<file path="src/hpcd_pkg.sv">
package hpcd_pkg;

  // timing of the decode update strobe
  localparam int unsigned CLK_PERIOD_NS = 25;
  localparam int unsigned SYMBOL_NS     = 648;
  localparam int unsigned SYMBOL_CYC    =
    (SYMBOL_NS / CLK_PERIOD_NS) < 1 ? 1 : (SYMBOL_NS / CLK_PERIOD_NS);

  localparam int unsigned NUM_CH = 2;

  // register byte offsets
  localparam logic [7:0] REG_CTRL_OFS   = 8'h00;
  localparam logic [7:0] REG_SW_CFG_OFS = 8'h04;
  localparam logic [7:0] REG_PINS_OFS   = 8'h08;
  localparam logic [7:0] REG_ACTIVE_OFS = 8'h0c;
  localparam logic [7:0] REG_EVENT_OFS  = 8'h10;

  // control register fields and reset values
  localparam int unsigned CTRL_HW_MODE_POS = 0;
  localparam int unsigned CTRL_FREEZE_POS  = 1;
  localparam logic [1:0]  CTRL_RESET       = 2'h1;

  // configuration vector layout, shared by pins, software and active copy
  localparam int unsigned CFG_W        = 14;
  localparam int unsigned CFG_PAT_POS  = 0;
  localparam int unsigned CFG_LOOP_POS = 4;
  localparam int unsigned CFG_GAIN_POS = 8;
  localparam int unsigned CFG_JA_POS   = 10;
  localparam int unsigned CFG_HIZ_POS  = 12;
  localparam int unsigned CFG_EDGE_POS = 13;
  localparam logic [CFG_W-1:0] CFG_RESET = 14'h0000;

  // jitter attenuator elastic store depths in bits
  localparam logic [7:0] JA_FIFO_BROAD  = 8'h40;
  localparam logic [7:0] JA_FIFO_NARROW = 8'h80;
  localparam logic [7:0] JA_FIFO_NONE   = 8'h00;

  localparam logic [1:0] RESP_OKAY   = 2'h0;
  localparam logic [1:0] RESP_SLVERR = 2'h2;

  typedef enum logic [1:0] {
    TX_NORMAL     = 2'h0,
    TX_ALL_ONES   = 2'h1,
    TX_PRBS       = 2'h2,
    TX_POWER_DOWN = 2'h3
  } hpcd_tx_src_t;

  typedef enum logic [1:0] {
    LOOP_NONE    = 2'h0,
    LOOP_ANALOG  = 2'h1,
    LOOP_DIGITAL = 2'h2,
    LOOP_REMOTE  = 2'h3
  } hpcd_loop_t;

  typedef enum logic [1:0] {
    JA_OFF       = 2'h0,
    JA_RX_BROAD  = 2'h1,
    JA_RX_NARROW = 2'h2,
    JA_TX_NARROW = 2'h3
  } hpcd_ja_t;

endpackage

</file>
<file path="src/hpcd_pin_sync.sv">
module hpcd_pin_sync
#(
  parameter int unsigned WIDTH = 1
)
(
  input  wire logic             aclk,
  input  wire logic             aresetn,
  input  wire logic [WIDTH-1:0] pin_in,
  output logic      [WIDTH-1:0] pin_out
);

  logic [WIDTH-1:0] meta_ff;
  logic [WIDTH-1:0] sync_ff;
  logic [WIDTH-1:0] chk_ff;

  always_ff @(posedge aclk)
  begin
    if (!aresetn)
    begin
      meta_ff <= '0;
      sync_ff <= '0;
      chk_ff  <= '0;
    end
    else
    begin
      meta_ff <= pin_in;
      sync_ff <= meta_ff;
      chk_ff  <= sync_ff;
    end
  end

  // a bit changes only once second and third stages agree
  genvar i;
  generate
    for (i = 0; i < WIDTH; i++)
    begin : g_bit
      always_ff @(posedge aclk)
      begin
        if (!aresetn)
          pin_out[i] <= 1'b0;
        else if (sync_ff[i] == chk_ff[i])
          pin_out[i] <= chk_ff[i];
      end
    end
  endgenerate

endmodule

</file>
<file path="src/hpcd_chan.sv">
module hpcd_chan
(
  input  wire logic       aclk,
  input  wire logic       aresetn,
  input  wire logic       apply,
  input  wire logic [1:0] pattern_sel,
  input  wire logic [1:0] loop_sel,
  input  wire logic       gain_sel,
  output logic      [1:0] tx_source,
  output logic            tx_power_down,
  output logic      [1:0] loopback_mode,
  output logic            monitor_gain_26db
);

  hpcd_pkg::hpcd_tx_src_t src;
  logic                   pd;

  always_comb
  begin
    src = hpcd_pkg::hpcd_tx_src_t'(pattern_sel);
    pd  = 1'b0;
    unique case (src)
      hpcd_pkg::TX_NORMAL:     pd = 1'b0;
      hpcd_pkg::TX_ALL_ONES:   pd = 1'b0;
      hpcd_pkg::TX_PRBS:       pd = 1'b0;
      hpcd_pkg::TX_POWER_DOWN: pd = 1'b1;
    endcase
  end

  always_ff @(posedge aclk)
  begin
    if (!aresetn)
    begin
      tx_source         <= hpcd_pkg::TX_NORMAL;
      tx_power_down     <= 1'b0;
      loopback_mode     <= hpcd_pkg::LOOP_NONE;
      monitor_gain_26db <= 1'b0;
    end
    else if (apply)
    begin
      tx_source         <= src;
      tx_power_down     <= pd;
      loopback_mode     <= loop_sel;
      monitor_gain_26db <= gain_sel;
    end
  end

endmodule

</file>
<file path="src/hpcd_top.sv">
// Summary of operation
// - pattern select: normal, ones, PRBS, transmitter off
// - attenuator select 00 bypasses attenuator entirely
// - select 01: receive path, broad, 64-bit FIFO
// - select 10: receive path, narrow, 128-bit FIFO
// - select 11: transmit path, narrow, 128-bit FIFO
// - monitor gain select: low 0 dB, high 26 dB
// - loopback select: none, analog, digital, remote
// - no in-band loopback under pin control
// - high-impedance input high disables both drivers
// - edge select: low rising, high falling
module hpcd_top
#(
  parameter int unsigned SYMBOL_CYC = hpcd_pkg::SYMBOL_CYC
)
(
  input  wire logic            aclk,
  input  wire logic            aresetn,
  input  wire logic [1:0][1:0] tx_pattern_select,
  input  wire logic [1:0][1:0] loopback_select,
  input  wire logic [1:0]      monitor_gain_select,
  input  wire logic [1:0]      jitter_atten_select,
  input  wire logic            driver_hiz_enable,
  input  wire logic            rx_clock_edge_select,
  output logic      [1:0][1:0] tx_source,
  output logic      [1:0]      tx_power_down,
  output logic      [1:0][1:0] loopback_mode,
  output logic      [1:0]      monitor_gain_26db,
  output logic                 ja_enable,
  output logic                 ja_in_rx_path,
  output logic                 ja_in_tx_path,
  output logic                 ja_narrow_bw,
  output logic      [7:0]      ja_fifo_depth,
  output logic      [1:0]      driver_enable,
  output logic                 rclk_falling_active,
  output logic                 inband_loop_avail,
  input  wire logic [7:0]      s_axi_awaddr,
  input  wire logic [2:0]      s_axi_awprot,
  input  wire logic            s_axi_awvalid,
  output logic                 s_axi_awready,
  input  wire logic [31:0]     s_axi_wdata,
  input  wire logic [3:0]      s_axi_wstrb,
  input  wire logic            s_axi_wvalid,
  output logic                 s_axi_wready,
  output logic      [1:0]      s_axi_bresp,
  output logic                 s_axi_bvalid,
  input  wire logic            s_axi_bready,
  input  wire logic [7:0]      s_axi_araddr,
  input  wire logic [2:0]      s_axi_arprot,
  input  wire logic            s_axi_arvalid,
  output logic                 s_axi_arready,
  output logic      [31:0]     s_axi_rdata,
  output logic      [1:0]      s_axi_rresp,
  output logic                 s_axi_rvalid,
  input  wire logic            s_axi_rready
);

  localparam int unsigned W = hpcd_pkg::CFG_W;

  logic [W-1:0]  pin_raw;
  logic [W-1:0]  pin_sync;
  logic [W-1:0]  sel_cfg;
  logic [W-1:0]  sw_cfg_ff;
  logic [W-1:0]  active_cfg_ff;
  logic [1:0]    ctrl_ff;
  logic          event_ff;
  logic [15:0]   div_ff;
  logic          sym_tick;
  logic          apply;
  logic          hw_mode;

  logic          aw_hold_ff;
  logic          w_hold_ff;
  logic [7:0]    awaddr_ff;
  logic [31:0]   wdata_ff;
  logic [3:0]    wstrb_ff;
  logic          do_write;
  logic          do_read;
  logic [31:0]   rd_mux;
  logic          rd_hit;
  logic          wr_hit;
  logic          event_clr;

  assign pin_raw = {rx_clock_edge_select, driver_hiz_enable,
                    jitter_atten_select, monitor_gain_select,
                    loopback_select, tx_pattern_select};

  hpcd_pin_sync #(
    .WIDTH (W)
  ) u_sync (
    .aclk    (aclk),
    .aresetn (aresetn),
    .pin_in  (pin_raw),
    .pin_out (pin_sync)
  );

  // symbol-rate strobe so settings switch only between symbols
  always_ff @(posedge aclk)
  begin
    if (!aresetn)
      div_ff <= 16'h0000;
    else if (div_ff >= 16'(SYMBOL_CYC - 1))
      div_ff <= 16'h0000;
    else
      div_ff <= div_ff + 16'h0001;
  end

  assign sym_tick = (div_ff == 16'h0000);
  assign hw_mode  = ctrl_ff[hpcd_pkg::CTRL_HW_MODE_POS];
  assign apply    = sym_tick & ~ctrl_ff[hpcd_pkg::CTRL_FREEZE_POS];
  assign sel_cfg  = hw_mode ? pin_sync : sw_cfg_ff;

  always_ff @(posedge aclk)
  begin
    if (!aresetn)
      active_cfg_ff <= hpcd_pkg::CFG_RESET;
    else if (apply)
      active_cfg_ff <= sel_cfg;
  end

  genvar c;
  generate
    for (c = 0; c < hpcd_pkg::NUM_CH; c++)
    begin : g_ch
      hpcd_chan u_chan (
        .aclk              (aclk),
        .aresetn           (aresetn),
        .apply             (apply),
        .pattern_sel       (sel_cfg[hpcd_pkg::CFG_PAT_POS + 2*c +: 2]),
        .loop_sel          (sel_cfg[hpcd_pkg::CFG_LOOP_POS + 2*c +: 2]),
        .gain_sel          (sel_cfg[hpcd_pkg::CFG_GAIN_POS + c]),
        .tx_source         (tx_source[c]),
        .tx_power_down     (tx_power_down[c]),
        .loopback_mode     (loopback_mode[c]),
        .monitor_gain_26db (monitor_gain_26db[c])
      );
    end
  endgenerate

  // global attenuator placement, one setting for both channels
  always_ff @(posedge aclk)
  begin
    if (!aresetn)
    begin
      ja_enable     <= 1'b0;
      ja_in_rx_path <= 1'b0;
      ja_in_tx_path <= 1'b0;
      ja_narrow_bw  <= 1'b0;
      ja_fifo_depth <= hpcd_pkg::JA_FIFO_NONE;
    end
    else if (apply)
    begin
      unique case (hpcd_pkg::hpcd_ja_t'(sel_cfg[hpcd_pkg::CFG_JA_POS +: 2]))
        hpcd_pkg::JA_OFF:
        begin
          ja_enable     <= 1'b0;
          ja_in_rx_path <= 1'b0;
          ja_in_tx_path <= 1'b0;
          ja_narrow_bw  <= 1'b0;
          ja_fifo_depth <= hpcd_pkg::JA_FIFO_NONE;
        end
        hpcd_pkg::JA_RX_BROAD:
        begin
          ja_enable     <= 1'b1;
          ja_in_rx_path <= 1'b1;
          ja_in_tx_path <= 1'b0;
          ja_narrow_bw  <= 1'b0;
          ja_fifo_depth <= hpcd_pkg::JA_FIFO_BROAD;
        end
        hpcd_pkg::JA_RX_NARROW:
        begin
          ja_enable     <= 1'b1;
          ja_in_rx_path <= 1'b1;
          ja_in_tx_path <= 1'b0;
          ja_narrow_bw  <= 1'b1;
          ja_fifo_depth <= hpcd_pkg::JA_FIFO_NARROW;
        end
        hpcd_pkg::JA_TX_NARROW:
        begin
          ja_enable     <= 1'b1;
          ja_in_rx_path <= 1'b0;
          ja_in_tx_path <= 1'b1;
          ja_narrow_bw  <= 1'b1;
          ja_fifo_depth <= hpcd_pkg::JA_FIFO_NARROW;
        end
      endcase
    end
  end

  always_ff @(posedge aclk)
  begin
    if (!aresetn)
    begin
      driver_enable       <= 2'h3;
      rclk_falling_active <= 1'b0;
    end
    else if (apply)
    begin
      driver_enable <= {2{~sel_cfg[hpcd_pkg::CFG_HIZ_POS]}};
      rclk_falling_active <= sel_cfg[hpcd_pkg::CFG_EDGE_POS];
    end
  end

  // in-band loopback exists only under software control
  always_ff @(posedge aclk)
  begin
    if (!aresetn)
      inband_loop_avail <= 1'b0;
    else
      inband_loop_avail <= ~hw_mode;
  end

  // configuration change event, set wins over write-one-to-clear
  assign event_clr = do_write && wr_hit && wstrb_ff[0] && wdata_ff[0]
                     && (awaddr_ff == hpcd_pkg::REG_EVENT_OFS);

  always_ff @(posedge aclk)
  begin
    if (!aresetn)
      event_ff <= 1'b0;
    else
      event_ff <= (event_ff & ~event_clr) |
                  (apply && (sel_cfg != active_cfg_ff));
  end

  // write channel: address and data taken in either order
  assign s_axi_awready = ~aw_hold_ff & ~s_axi_bvalid;
  assign s_axi_wready  = ~w_hold_ff & ~s_axi_bvalid;
  assign do_write      = aw_hold_ff & w_hold_ff & ~s_axi_bvalid;
  assign wr_hit        = (awaddr_ff == hpcd_pkg::REG_CTRL_OFS)   ||
                         (awaddr_ff == hpcd_pkg::REG_SW_CFG_OFS) ||
                         (awaddr_ff == hpcd_pkg::REG_EVENT_OFS);

  always_ff @(posedge aclk)
  begin
    if (!aresetn)
    begin
      aw_hold_ff <= 1'b0;
      w_hold_ff  <= 1'b0;
      awaddr_ff  <= 8'h00;
      wdata_ff   <= 32'h0000_0000;
      wstrb_ff   <= 4'h0;
    end
    else
    begin
      if (s_axi_awvalid && s_axi_awready)
      begin
        aw_hold_ff <= 1'b1;
        awaddr_ff  <= {s_axi_awaddr[7:2], 2'h0};
      end
      else if (do_write)
        aw_hold_ff <= 1'b0;
      if (s_axi_wvalid && s_axi_wready)
      begin
        w_hold_ff <= 1'b1;
        wdata_ff  <= s_axi_wdata;
        wstrb_ff  <= s_axi_wstrb;
      end
      else if (do_write)
        w_hold_ff <= 1'b0;
    end
  end

  always_ff @(posedge aclk)
  begin
    if (!aresetn)
    begin
      s_axi_bvalid <= 1'b0;
      s_axi_bresp  <= hpcd_pkg::RESP_OKAY;
    end
    else if (do_write)
    begin
      s_axi_bvalid <= 1'b1;
      s_axi_bresp  <= wr_hit ? hpcd_pkg::RESP_OKAY : hpcd_pkg::RESP_SLVERR;
    end
    else if (s_axi_bready)
      s_axi_bvalid <= 1'b0;
  end

  always_ff @(posedge aclk)
  begin
    if (!aresetn)
    begin
      ctrl_ff   <= hpcd_pkg::CTRL_RESET;
      sw_cfg_ff <= hpcd_pkg::CFG_RESET;
    end
    else if (do_write)
    begin
      if (awaddr_ff == hpcd_pkg::REG_CTRL_OFS && wstrb_ff[0])
        ctrl_ff <= wdata_ff[1:0];
      if (awaddr_ff == hpcd_pkg::REG_SW_CFG_OFS)
      begin
        if (wstrb_ff[0])
          sw_cfg_ff[7:0] <= wdata_ff[7:0];
        if (wstrb_ff[1])
          sw_cfg_ff[W-1:8] <= wdata_ff[W-1:8];
      end
    end
  end

  // read channel: one read at a time, unmapped answers SLVERR
  assign s_axi_arready = ~s_axi_rvalid;
  assign do_read       = s_axi_arvalid & s_axi_arready;

  always_comb
  begin
    rd_mux = 32'h0000_0000;
    rd_hit = 1'b1;
    unique case ({s_axi_araddr[7:2], 2'h0})
      hpcd_pkg::REG_CTRL_OFS:   rd_mux[1:0]   = ctrl_ff;
      hpcd_pkg::REG_SW_CFG_OFS: rd_mux[W-1:0] = sw_cfg_ff;
      hpcd_pkg::REG_PINS_OFS:   rd_mux[W-1:0] = pin_sync;
      hpcd_pkg::REG_ACTIVE_OFS: rd_mux[W-1:0] = active_cfg_ff;
      hpcd_pkg::REG_EVENT_OFS:  rd_mux[0]     = event_ff;
      default:                  rd_hit        = 1'b0;
    endcase
  end

  always_ff @(posedge aclk)
  begin
    if (!aresetn)
    begin
      s_axi_rvalid <= 1'b0;
      s_axi_rdata  <= 32'h0000_0000;
      s_axi_rresp  <= hpcd_pkg::RESP_OKAY;
    end
    else if (do_read)
    begin
      s_axi_rvalid <= 1'b1;
      s_axi_rdata  <= rd_mux;
      s_axi_rresp  <= rd_hit ? hpcd_pkg::RESP_OKAY : hpcd_pkg::RESP_SLVERR;
    end
    else if (s_axi_rready)
      s_axi_rvalid <= 1'b0;
  end

endmodule

</file>
<file path="config.mk">
export PLATFORM = sky130hd
export DESIGN_NAME = hpcd_top
export DESIGN_NICKNAME = d
export VERILOG_FILES = /design/src/hpcd_pkg.sv /design/src/hpcd_pin_sync.sv /design/src/hpcd_chan.sv /design/src/hpcd_top.sv
export SDC_FILE = /design/constraint.sdc
export NUM_CORES = 1
export LEC_CHECK = 0
export ABC_AREA = 1
export BUFFER_PORTS_ARGS = -buffer_cell sky130_fd_sc_hd__buf_4
export CAP_MARGIN = 20
export CORE_ASPECT_RATIO = 0.75
export CORE_MARGIN = 2
export CORE_UTILIZATION = 48
export DETAILED_ROUTE_END_ITERATION = 8
export GPL_TIMING_DRIVEN = 1
export PLACE_DENSITY = 0.74
export SLEW_MARGIN = 15
export SYNTH_ARGS = -nofsm -noshare
export SYNTH_HDL_FRONTEND = slang
export SYNTH_SLANG_ARGS = --single-unit
</file>
<file path="constraint.sdc">
create_clock -name aclk -period 1.2 [get_ports aclk]
set_input_delay 0.18 -clock aclk [delete_from_list [all_inputs] [get_ports aclk]]
set_output_delay 0.18 -clock aclk [all_outputs]
set_load 0.02 [all_outputs]
</file>
Word-level counts from Yosys, hierarchy flattened
Cells that the tools add are included.
- $add $sub $neg: 1
- bitwise gates (word level): 17
- eq/ne operators: 30
- muxes and demuxes: 21
- magnitude comparators: 1
- reductions and logical operators: 33
- operator list (kind ; number):
    case mux 12 bit (3 select lines) ; 1
    case mux 8 bit (3 select lines) ; 1
    adder 16 x 1 -> 16 bit (second input constant) ; 1
    >= comparator 16 x 5 -> 1 bit (second input constant) ; 1
    logical NOT 16 bit ; 1
    == test 1 bit ; 14
    two-way mux 14 bit ; 1
    inequality test 14 bit ; 1
    == test 2 bit (second input constant) ; 6
    == test 6 x 1 -> 1 bit (second input constant) ; 2
    == test 6 x 2 -> 1 bit (second input constant) ; 2
    == test 6 x 3 -> 1 bit (second input constant) ; 2
    case mux 1 bit (2 select lines) ; 6
    OR reduction 3 bit ; 4
    OR reduction 2 bit ; 5
    inverter 1 bit ; 9
    logical AND 1 bit ; 8
    logical NOT 8 bit ; 1
    two-way mux 1 bit ; 8
    nonzero test 2 bit ; 4
    AND 1 bit ; 7
    == test 2 x 1 -> 1 bit (second input constant) ; 3
    logical NOT 2 bit ; 3
    logical NOT 6 bit ; 1
    other kinds (8) ; 11
- input bits: 79
- logic and storage cells: 152
- output and inout port bits: 69
- flip-flop bits (word level): 174

Depth between registers and ports, before layout
Gate-level depths: netlist of run 1.
- depth after elaboration: 10
- mapped depth: 12
- mapped depth without buffers: 11

Modules after synthesis
A second synthesis of run 1 with hierarchy kept.
- cell total of the unflattened synthesis: 849
- area total of the unflattened synthesis: 6443.7 um^2
- modules (own cells, without submodules) (module ; times used ; area each (um^2) ; cells each ; sequential area each (um^2)):
    hpcd_top ; 1 ; 4341.7 ; 609 ; 1901.8
    hpcd_pin_sync ; 1 ; 1686.6 ; 188 ; 1121.1
    hpcd_chan ; 2 ; 207.7 ; 26 ; 120.1

Least setup slack after synthesis of run 1
OpenSTA, ideal clock, no wires.
- path kind: reg2reg
- start: register s_axi_bvalid
- end: register wdata_ff[6]
- cell stages (with the launch flop): 6
- period minus slack after synthesis: 1.473 ns
- path buffers: 1
- library setup time: 0.116 ns
- path slack: -0.273 ns
- arrival: 1.357 ns
- data required time: 1.084 ns
- path through: dfxtp_1 > nor2_1 > nand2_1 > clkbuf_1 > o21ai_0 > nor2_1
- word-level cells in the longest chain between the ends: 3
- RTL lines (what ; RTL line ; RTL):
    start, declared ; hpcd_top.sv:46 ; output logic s_axi_bvalid,
    start signal, assigned ; hpcd_top.sv:268 ; s_axi_bvalid <= 1'b0;
    start signal, assigned ; hpcd_top.sv:273 ; s_axi_bvalid <= 1'b1;
    start signal, assigned ; hpcd_top.sv:277 ; s_axi_bvalid <= 1'b0;
    inverter 1 bit ; hpcd_top.sv:228 ; assign s_axi_wready = ~w_hold_ff & ~s_axi_bvalid;
    AND 1 bit ; hpcd_top.sv:228 ;
    net s_axi_wready ; hpcd_top.sv:44 ; output logic s_axi_wready,
    logical AND 1 bit ; hpcd_top.sv:253 ; if (s_axi_wvalid && s_axi_wready)
    end signal, assigned ; hpcd_top.sv:256 ; wdata_ff <= s_axi_wdata;
    end, declared ; hpcd_top.sv:75 ; logic [31:0] wdata_ff;
The timed path passes the listed nets, and every way through them passes these cells.
A chain may end at the register's enable or synchronous reset.

Final worst setup path of run 1
- start: register ctrl_ff[0]
- end: register event_ff
- word-level cells in the longest chain between the ends: 4
- RTL lines (what ; RTL line ; RTL):
    start, declared ; hpcd_top.sv:65 ; logic [1:0] ctrl_ff;
    start signal, assigned ; hpcd_top.sv:284 ; ctrl_ff <= hpcd_pkg::CTRL_RESET;
    start signal, assigned ; hpcd_top.sv:290 ; ctrl_ff <= wdata_ff[1:0];
    two-way mux 14 bit ; hpcd_top.sv:111 ; assign sel_cfg = hw_mode ? pin_sync : sw_cfg_ff;
    inequality test 14 bit ; hpcd_top.sv:223 ; (apply && (sel_cfg != active_cfg_ff));
    logical AND 1 bit ; hpcd_top.sv:223 ;
    OR 1 bit ; hpcd_top.sv:222 ; event_ff <= (event_ff & ~event_clr) |
    end signal, assigned ; hpcd_top.sv:222 ;
    end, declared ; hpcd_top.sv:66 ; logic event_ff;
Every way passes these cells.

==> run summary, run 1 <==
The worst setup path is captured at a flop. The data required time of the critical path is 1490 ps. The layout cell share with drive strength beyond 1 came out at 33.9%. The first-pass GRT wire length came out at 24.9 mm. The total global-route track usage came out at 22.9%. The via count of the first global-routing pass was 5,235. The count of unique library cells instantiated by Yosys is 31. The overflow left after global routing came out at 0. The worst hold path begins at s_axi_wdata[3]. The clock net in this run drives a total of 153 sinks. The worst-case IR drop observed on VDD is 1.07 mV.

The count of placed standard cells including taps is 1,140. The number of primary I/O pins came out at 148. The final net count is 1,107. The cell at the root of the clock tree is clkbuf_16.

The detailed placer's ending HPWL came out at 10.5 mm. The largest net degree at the start of global routing came out at 62. The maximum fanout along the worst path is 15. The first-pass detailed-route iteration total is 7. The mean cell area of the mapped netlist is 7.46 um2. The height of the die came out at 102 um.

The number of standard-cell rows in the floorplan is 35. The floorplan step set the die width to 135 um. The detail-routed via count per cell is 4.87. The slowest stage of the critical path is the dfxtp_4 cell. The share of the Yosys chip area taken by registers is 49.7%.

The final-layout setup total negative slack came out at -7300 ps. Setup repair after global routing could not meet its margin everywhere. The number of warnings issued by yosys came out at 0. In this run the remaining antenna-violating nets after routing total 0.

In this run the cell area measured after placement is 7520 um2. The maximum clock path buffer count came out at 2. The clock tree synthesis step divided the H-tree into 4 levels. The clock latency on the worst-skew pair came out at 420 ps. The critical path startpoint category is a flop. After the first detailed-routing iteration, the DRC count stood at 443. The clock arrives with 6.77 ps of skew. TritonCTS built the clock tree.

In the routed design, unresolved DRC markers number 0. The area growth from synthesis to layout is 47.3%. The number of standard cells in the final layout excluding fillers is 1,200.

The number of enable flip-flop cells after synthesis came out at 0. The design area is 9080 um2. The multi-input logic area is 2860 um2.

The worst register-to-register path begins at ctrl_ff[0]$_SDFFE_PN1P_. The detail-routed net length per standard cell came out at 14.2 um. The proportion of synthesized flip-flops having asynchronous set or reset came out at 0%. The count of filler cells inserted in the layout came out at 849.

The area of the mapped netlist is 6160 um2. The number of antenna diodes in the final layout is 0. The initial antenna violation count is 0. The number of buffers created by CTS is 17. The most numerous cell type found on the critical path is nand2_1.

The routability congestion estimate from global placement came out at 0.855. The synthesized netlist cell count is 826. The setup-violating endpoint count in the final report came out at 58. The final reports fail on setup timing. The largest stage delay on the critical path came out at 390 ps. The leakage power is 4.22 nW. The area inside the core boundary came out at 12,400 um2. The timing-limited maximum frequency came out at 0.691 GHz.

The post-route core utilization came out at 73.2%. Final hold analysis gives a worst-case slack of 0.408 ps. The initial standard-cell utilization of the core came out at 49.7%. The wire length after detailed routing is 17.0 mm.

Leaving out fill and tap cells, the most frequent cells in the layout are nand2_1 (178), buf_4 (163), dfxtp_1 (139). Before CTS, the worst setup slack after placement is -289 ps. The post-CTS clock slew at the launch and capture registers of the worst setup and hold paths is 60 ps.

The most common cell after layout, fill and taps aside is nand2_1. The routed layout has 5,848 vias. The worst path uses 121% of the clock period. Among all flip-flop cells after synthesis, the most frequent one is dfxtp_1. The number of input and output port buffers inserted came out at 91. The number of flip-flops and latches in the synthesized netlist came out at 153.

The data arrival time of the critical path is 1740 ps. In this run the worst hold path is classified as primary input to flop. The signal on the critical path passes through clkinv_8, buf_4, nand2_1, nand3_1, nand2_1, nand2_1, inv_1, nand2_1, nor2_2, nand2_1, nand2_1, a21oi_1. The final count of pins violating max slew came out at 0. The combined flip-flop and latch cell area came out at 3080 um2.

After layout, the worst setup slack is -248 ps. The tool flagged a number of max-cap violations equal to 0. In this run the power density over the cells is 1360 nW/um2.

Overall power consumption after layout is estimated at 12.3 mW. The floorplan step defined a die boundary enclosing 13,800 um2. The flow ran to the end, but the final reports show violations. The source of the critical timing path is ctrl_ff[0]$_SDFFE_PN1P_. The critical path class is flop to flop.

The smallest clock period supported by the final layout is computed as 1450 ps. The number of hold violations in the final report came out at 0.
==> routing by layer <==
metal | track usage (%) | vias up | wire, um
li1 | - | 2927 | -
met1 | 30.8 | 2647 | 7730
met2 | 36.3 | 244 | 7740
met3 | 5.95 | 30 | 1310
met4 | 7.29 | 0 | 266
met5 | 0 | - | 0
==> critical path, delay by kind of cell (launching register included) <==
kind / cells / cell delay (ps)
AND/OR/NAND/NOR: 8 / 620
flip-flops: 1 / 390
buffers and inverters: 3 / 270
AO/OA/AOI/OAI: 1 / 50
==> Yosys cell counts, types with 2 or more instances <==
cell type | count | area [um2]
nand2_1 | 192 | 721
dfxtp_1 | 153 | 3060
inv_1 | 107 | 402
nor2_1 | 84 | 315
a21oi_1 | 78 | 390
o21ai_0 | 68 | 340
buf_4 | 43 | 323
nand3_1 | 26 | 130
clkbuf_1 | 17 | 63.8
buf_2 | 8 | 40.0
o22ai_1 | 7 | 43.8
ha_1 | 5 | 62.6
nand4_1 | 5 | 31.3
o211ai_1 | 5 | 37.5
o221ai_1 | 4 | 35.0
inv_2 | 3 | 11.3
o21ai_1 | 3 | 15.0
clkinv_1 | 2 | 7.51
nor2_2 | 2 | 12.5
nor2_4 | 2 | 22.5
nor4_1 | 2 | 12.5
==> sequential cells by signal (all words and copies together) (netlist names), 2 cells and up <==
| name | cells |
|---|---|
| s_axi_rdata | 14 |
| u_sync.meta_ff | 14 |
| awaddr_ff | 6 |
| ctrl_ff | 2 |
| active_cfg_ff | 14 |
| u_sync.sync_ff | 14 |
| u_sync.chk_ff | 14 |
| wdata_ff | 14 |
| div_ff | 16 |
| sw_cfg_ff | 14 |
| u_sync.pin_out | 14 |
| wstrb_ff | 2 |
| g_ch.u_chan.tx_power_down | 2 |
==> where the power goes <==
| part | leakage [nW] | internal [mW] | total, mW | switching (mW) |
|---|---|---|---|---|
| clock network | 0.308 | 3.72 | 5.78 | 2.06 |
| logic | 2.65 | 0.534 | 1.17 | 0.641 |
| registers | 1.25 | 5.25 | 5.36 | 0.106 |
==> repair_timing <==
action	CTS	global route
pin swaps	13	21
resized for setup	46	153
gates cloned	1	6
endpoints found under the setup margin	61	78
hold endpoints to repair	14	1
buffers inserted	5	7
hold buffers	14	1
==> kinds of logic after synthesis <==
group | after synthesis | synth area share [%]
and+or+nand+nor | 318 | 20.9
buffers and inverters | 181 | 13.9
AOI/OAI and AO/OA | 167 | 14.2
DFF | 153 | 49.7
adders and majority gates | 5 | 1.02
xor gates and xnor gates | 1 | 0.142
other | 1 | 0.0608
==> layout make-up <==
class	instances	area share (%)
Inverter	112	4.84
Timing Repair Buffer	210	20.3
Timing Repair inverter	1	0.0827
Multi-Input combinational cell	528	31.5
Clock buffer	18	4.84
Sequential cell	153	34.0
Clock inverter	12	2.18
Tap cell	166	2.29
==> worst paths after layout <==
path / cells past startpoint / slack [ps] / endpoint
worst max-delay path: 12 / -250 / event_ff$_SDFF_PN0_
worst min register to register: 2 / 410 / u_sync.sync_ff[9]$_SDFF_PN0_
worst max register to register: 12 / -250 / event_ff$_SDFF_PN0_
worst min-delay path: 3 / 0.4 / wdata_ff[3]$_SDFFE_PN0P_
No activity file was read; power rests on OpenSTA's default activity.
==> run 2, diff against run 1 <==
Settings changed: CORE_MARGIN 2 to 8, REMOVE_ABC_BUFFERS set to 1.
==> run 2 against run 1 <==
  * Critical endpoint is now div_ff[4]$_SDFF_PP0_
  * Final area is 3.3% lower
  * Largest cell class unchanged
  * Non-clock buffer count is 29 lower
  * Critical path depth is 6 lower
  * Via count is 0.65% lower
  * Clock skew hardly changed
  * First-iteration DRC count is 23% higher
  * Power is 7.0% lower
  * Global-route usage is 3.6 points lower
  * Largest power group is now registers
  * Hold slack better by 9.2 ps
  * The flow still finishes with violations (setup timing)
==> run summary, run 2 (synthesized netlist as in run 1, its figures left out) <==
The number of input and output port buffers inserted came out at 91. The instance area after placement is 7350 um2. Once detail routing completed, the nets flagged for antenna violations numbered 0. The number of hold violations in the final report came out at 0. The final period utilization came out at 126%. The detail-routed net length per standard cell came out at 14.4 um.

The final-layout setup total negative slack came out at -9140 ps. The CTS H-tree depth is 4. In this run the worst setup path begins at div_ff[14]$_SDFF_PP0_. Ranked by flip-flop count, first place goes to div_ff. Setup repair after global routing could not meet its margin everywhere.

The critical path in this run is classified as flop to flop. In this run the critical register-to-register path is launched from div_ff[14]$_SDFF_PP0_. STA classifies the critical path startpoint as a flop. The layout-stage area growth over the synthesis result came out at 42.4%. Measured along the x axis, the die boundary spans 147 um.

The amount of wire on met3 after detailed routing came out at 1.10 mm. The number of primary I/O pins came out at 148. The overall power is 11.4 mW. The final net count came out at 1,078.

The worst register-to-register path ends at div_ff[4]$_SDFF_PP0_. The floorplan has 36 rows. The worst hold path was traced through 4 stages. The final count of pins violating max slew came out at 0. Based on the critical path, the design can be clocked at up to 0.663 GHz. CTS placed an instance of clkbuf_16 at the clock tree root. The worst clock skew on the final layout is 7.24 ps. The maximum fanout along the worst path is 5. The first-pass detailed-route iteration total is 5. The detailed-route via count is 5,810. The maximum ir drop on the vdd rail came out at 1.11 mV. The checks that failed: setup timing. For the worst setup path, the data required time is 1530 ps. The die covers 16,800 um2. The met2 routed wirelength is 8.02 mm. The power per standard cell area came out at 1300 nW/um2. The number of clock buffers added by TritonCTS is 17. The routability congestion estimate from global placement came out at 0.843. The number of sinks handled by clock tree synthesis came out at 153.

The reg-to-reg setup timing slack came out at -310 ps. TritonCTS built the clock tree. The clock latency on the worst-skew pair is 410 ps. The worst hold path begins at s_axi_bready. The library cell used most frequently in the layout, excluding fill and tap cells, is nand2_1.

The worst hold path belongs to the class primary input to flop. Entering global routing, the biggest net connects 62 pins. The die is 114 um tall. The initial antenna violation count was 0. The top layer used by detailed routing is met4. The first global-routing pass estimated 26.2 mm of wire. The routed design could run at a clock period as short as 1510 ps. The run finished, with violations left. After detailed routing, the number of remaining DRC violations is 0. Summing all non-filler instances in the final layout gives an area of 8780 um2. Setup violations remaining at the end of the flow were counted as 55. The post-CTS clock slew at the launch and capture registers of the worst setup and hold paths is 60 ps. The wire length after detailed routing came out at 17.0 mm. The longest clock path from root to sink contains 2 buffers. The detailed-route wire length on metal 1 came out at 7.46 mm. The path with the worst hold slack has its endpoint at s_axi_bvalid$_SDFFE_PN0P_. The detailed placer's ending HPWL came out at 10.6 mm.

The layout cell share with drive strength beyond 1 is 30.8%. The via count of the first global-routing pass came out at 5,392. After detailed routing, the number of vias per cell comes to 4.93. The count of max-cap constraint violations is 0. The overflow left after global routing is 0. The total global-route track usage came out at 19.3%. 0 antenna diodes ended up in the layout. Summed over all cells, the static leakage comes to 4.04 nW. The final worst-path setup slack came out at -308 ps. The initial standard-cell utilization of the core is 48.4%.

The number of DRC markers after the initial detailed-route iteration came out at 546. The worst-case reg-to-reg path depth came out at 6. The data arrival time of the critical path is 1840 ps. STA classifies the critical path endpoint as a flop. In the layout the commonest cells are nand2_1 (174), dfxtp_1 (141), buf_4 (135). The region available for standard cell placement spans 12,700 um2. The register with the most flip-flops in the layout has 16 of them.
==> run 2: power by group <==
part / switching (mW) / internal (mW)
Sequential: 0.103 / 5.25
Combinational: 0.644 / 0.532
Clock: 2.14 / 2.77
Total: 2.89 / 8.55
==> run 2: worst max path at each step <==
| stage | end | slack (ps) | cells after the start |
|---|---|---|---|
| floorplan | active_cfg_ff[1]$_SDFFE_PN0P_ | -630 | 9 |
| global placement | active_cfg_ff[1]$_SDFFE_PN0P_ | -280 | 9 |
| detailed placement | sw_cfg_ff[4]$_SDFFE_PN0P_ | -340 | 8 |
| CTS | event_ff$_SDFF_PN0_ | -180 | 12 |
| global route | div_ff[4]$_SDFF_PP0_ | -380 | 6 |
| finish | div_ff[4]$_SDFF_PP0_ | -310 | 6 |
==> run 2: area by class of cell <==
cell class,instances,area (um2)
multi-input combinational,528,2820
fill,958,3970
inverter,112,453
clock buffer,20,457
timing repair inverter,1,8.76
timing repair buffer,181,1650
clock inverter,12,93.8
tap,171,214
sequential,153,3080
==> run 2: worst max-delay path, cell delays in order (launching register included) <==
cell and delay (ps):
dfxtp_1 310, nor2_2 110, nand3_2 100, nor3_4 310
buf_6 160, nand4_1 210, a21oi_1 220
==> run 2: per-layer routing <==
metal	track usage, %	vias up
met5	0	-
met4	7.32	0
met3	4.86	28
met2	31.5	219
met1	24.1	2686
li1	-	2877
==> run 2: metrics by stage <==
step	cells	utilization (%)	hold WS (ps)	worst slack, ps
2_1_floorplan	793	-	273	-633
3_3_place_gp	1120	57.6	359	-277
3_5_place_dp	1120	57.6	365	-337
4_1_cts	1175	66.6	0.0262	-176
5_1_grt	1178	68.9	15.8	-381
6_report	1178	68.9	9.61	-308
==> run 2: repair_timing <==
action / CTS / global route
buffers inserted: 5 / 2
hold buffers: 15 / 0
gates resized for setup: 124 / 81
pin swaps: 17 / 30
cloned: 3 / 1
endpoints found under the setup margin: 66 / 76
endpoints found under the hold margin: 15 / 0
==> run 3, diff against run 2 <==
Settings changed: HOLD_SLACK_MARGIN set to 0.1, SKIP_CTS_REPAIR_TIMING set to 1.
==> run 3 against run 2 <==
  * The run still ends with setup timing left
  * Die area stayed put
  * Combinational power hardly changed
  * Routed wire length is 4.1% higher
  * Critical path type unchanged
  * Count of clock-buffer cells in the layout stayed put
  * Via count is 1.9% higher
  * Setup slack better by 56 ps
  * Sequential share of layout area is 0.20 points lower
  * Cell count is 1.6% higher
  * Sequential power hardly changed
  * Critical path depth is 3 higher
  * Largest cell class unchanged
==> run summary, run 3 (synthesized netlist as in run 1, its figures left out) <==
The run finished, with violations left. The final reports fail on setup timing. The height of the die came out at 114 um. Across all register-to-register paths, the minimum setup slack is -250 ps. The post-CTS clock slew at the launch and capture registers of the worst setup and hold paths is 60 ps. The clock latency on the worst-skew pair is 420 ps. The number of input and output port buffers inserted came out at 91. In the routed design, unresolved DRC markers number 0. The tool flagged a number of max-cap violations equal to 0. The floorplan die width came out at 147 um. The maximum fanout along the worst path is 5.

The number of diodes came out at 0. The routability congestion estimate from global placement is 0.843. More flip-flops sit in one register than any other, and that register is div_ff. The slowest stage of the critical path belongs to the cell dfxtp_2.

The worst hold path was traced through 3 stages. For this design the ratio of total power to cell area is 1300 nW/um2. The worst hold path terminates at awaddr_ff[3]$_SDFFE_PN0P_. In this design, the critical path's most frequently occurring cell is nand2_4. The final net count is 1,097. The number of hold violations in the final report is 0. The tree is rooted in a clkbuf_16.

Across the VDD grid, the largest voltage drop is 1.16 mV. The worst hold slack across all endpoints is 141 ps. The area inside the core boundary is 12,700 um2.

The layout cell share with drive strength beyond 1 came out at 28.1%. The maximum clock path buffer count came out at 2. The first global-routing pass estimated 24.2 mm of wire. The CTS H-tree depth is 4. The area of the die is 16,800 um2. The number of buffers created by CTS is 17. For this design the top-level I/O count stands at 148. On the critical path the largest part of the delay comes from simple AND/OR/NAND/NOR gates. The worst setup path is launched from a flop. The via count of the first global-routing pass came to 5,014.

The worst hold path belongs to the class primary input to flop. The share of total power dissipated in the clock network is 43.1%. Setup repair after global routing could not meet its margin everywhere. The first-pass detailed-route iteration total came out at 7. The number of sinks handled by clock tree synthesis came out at 153. The total global-route track usage is 17.8%.

Static timing analysis puts the maximum clock frequency at 0.689 GHz. STA classifies the critical path endpoint as a flop. In this run the critical register-to-register path is captured at active_cfg_ff[2]$_SDFFE_PN0P_. The design internal power came out at 8.56 mW.

The routed design could run at a clock period as short as 1450 ps. In this run the most critical hold path is launched from s_axi_awvalid. The wire length after detailed routing is 17.7 mm. After global routing the overflow that remains totals 0. The setup-violating endpoint count in the final report is 59. In this run the critical register-to-register path is launched from div_ff[0]$_SDFF_PP0_. In this run the static leakage power is 4.08 nW. After floorplanning, the core was divided into 36 placement rows.

Sequential cells burn 46.7% of the power. The signal on the critical path passes through inv_2, ha_4, nand2_4, nor4_4, nand2_4, buf_6, clkinvlp_4, nand3_1, a21oi_1. The final worst-path setup slack is -252 ps. The buffers plus inverters on the worst setup path came out at 3. The final count of pins violating max slew came to 0. The detailed-route via count came out at 5,923. The critical path class is flop to flop. The overall power came out at 11.4 mW.

The detail-routed via count per cell is 4.95. The initial antenna violation count came out at 0. The switching fraction of total power came out at 25.2%. TritonCTS built the clock tree. The layout-stage area growth over the synthesis result came out at 43.2%.

Entering global routing, the biggest net connects 62 pins. The top cell types in the final layout, fill and taps aside, are nand2_1 (180), dfxtp_1 (142), buf_4 (134). For the worst setup path, the data required time is 1540 ps. The worst-case reg-to-reg path depth is 9.

The detailed placer's ending HPWL came out at 10.6 mm. Per report_power, the combinational group accounts for 10.2% of the total. Once the floorplan was initialized, standard cells occupied 48.4% of the core.

The library cell used most frequently in the layout, excluding fill and tap cells, is nand2_1. The largest stage delay on the critical path is 320 ps. Data on the critical path arrives at its endpoint at 1790 ps.

The remaining number of nets flagged by the antenna check after routing is 0. The worst clock skew on the final layout came out at 7.16 ps. The detail-routed net length per standard cell is 14.7 um. The worst path uses 121% of the clock period. The number of flip-flops under the largest register name came out at 16. The number of DRC markers after the initial detailed-route iteration came out at 573. For this design the total switching power over the nets is 2.89 mW.
==> run 3: stage by stage <==
stage	TNS (ps)	worst slack [ps]	util [%]	area, um2	cells
6_report	-8000	-252	69.2	8820	1197
5_1_grt	-11900	-385	69.2	8820	1197
4_1_cts	-10570	-331	61.9	7900	1152
3_5_place_dp	-10180	-337	57.6	7350	1120
3_3_place_gp	-8730	-277	57.6	7350	1120
2_1_floorplan	-22540	-633	-	5860	793
==> run 3: worst max-delay path by stage <==
stage                                          from                            end  slack (ps)  cells past startpoint
final                          div_ff[0]$_SDFF_PP0_  active_cfg_ff[2]$_SDFFE_PN0P_        -250                      9
after global routing        ctrl_ff[0]$_SDFFE_PN1P_            event_ff$_SDFF_PN0_        -380                     12
after CTS                      div_ff[0]$_SDFF_PP0_  active_cfg_ff[3]$_SDFFE_PN0P_        -330                      9
after detailed placement  awaddr_ff[6]$_SDFFE_PN0P_      sw_cfg_ff[4]$_SDFFE_PN0P_        -340                      8
after global placement         div_ff[0]$_SDFF_PP0_  active_cfg_ff[1]$_SDFFE_PN0P_        -280                      9
after floorplan                div_ff[0]$_SDFF_PP0_  active_cfg_ff[1]$_SDFFE_PN0P_        -630                      9
==> run 3: final cells by class <==
cell class                      instances  area (um2)
Fill cell                             940        3920
Sequential cell                       153        3080
Multi-Input combinational cell        528        2730
Timing Repair Buffer                  200        1810
Clock buffer                           20         457
Inverter                              112         433
Tap cell                              171         214
Clock inverter                         12        93.8
Timing Repair inverter                  1        7.51
==> run 3: worst min-delay path: stages <==
cell	delay (ps)
buf_4	80
nand2_2	100
a21oi_1	150
==> run 3: per-layer routing <==
layer	GRT usage (%)	share of wire, %	up-vias
met5	0	0	-
li1	-	-	2919
met1	22.8	43	2692
met3	4.74	7.9	34
met4	5.54	1.9	0
met2	28.6	47	278
==> run 3: power groups by stage <==
stage          Combinational, mW  Sequential [mW]  Clock (mW)
4_1_cts                    0.846             5.32        4.97
5_1_grt                     1.26             5.36        5.23
2_1_floorplan              0.389             5.43           0
3_5_place_dp               0.841             5.43           0
6_report                    1.17             5.35        4.93
3_3_place_gp               0.829             5.43           0
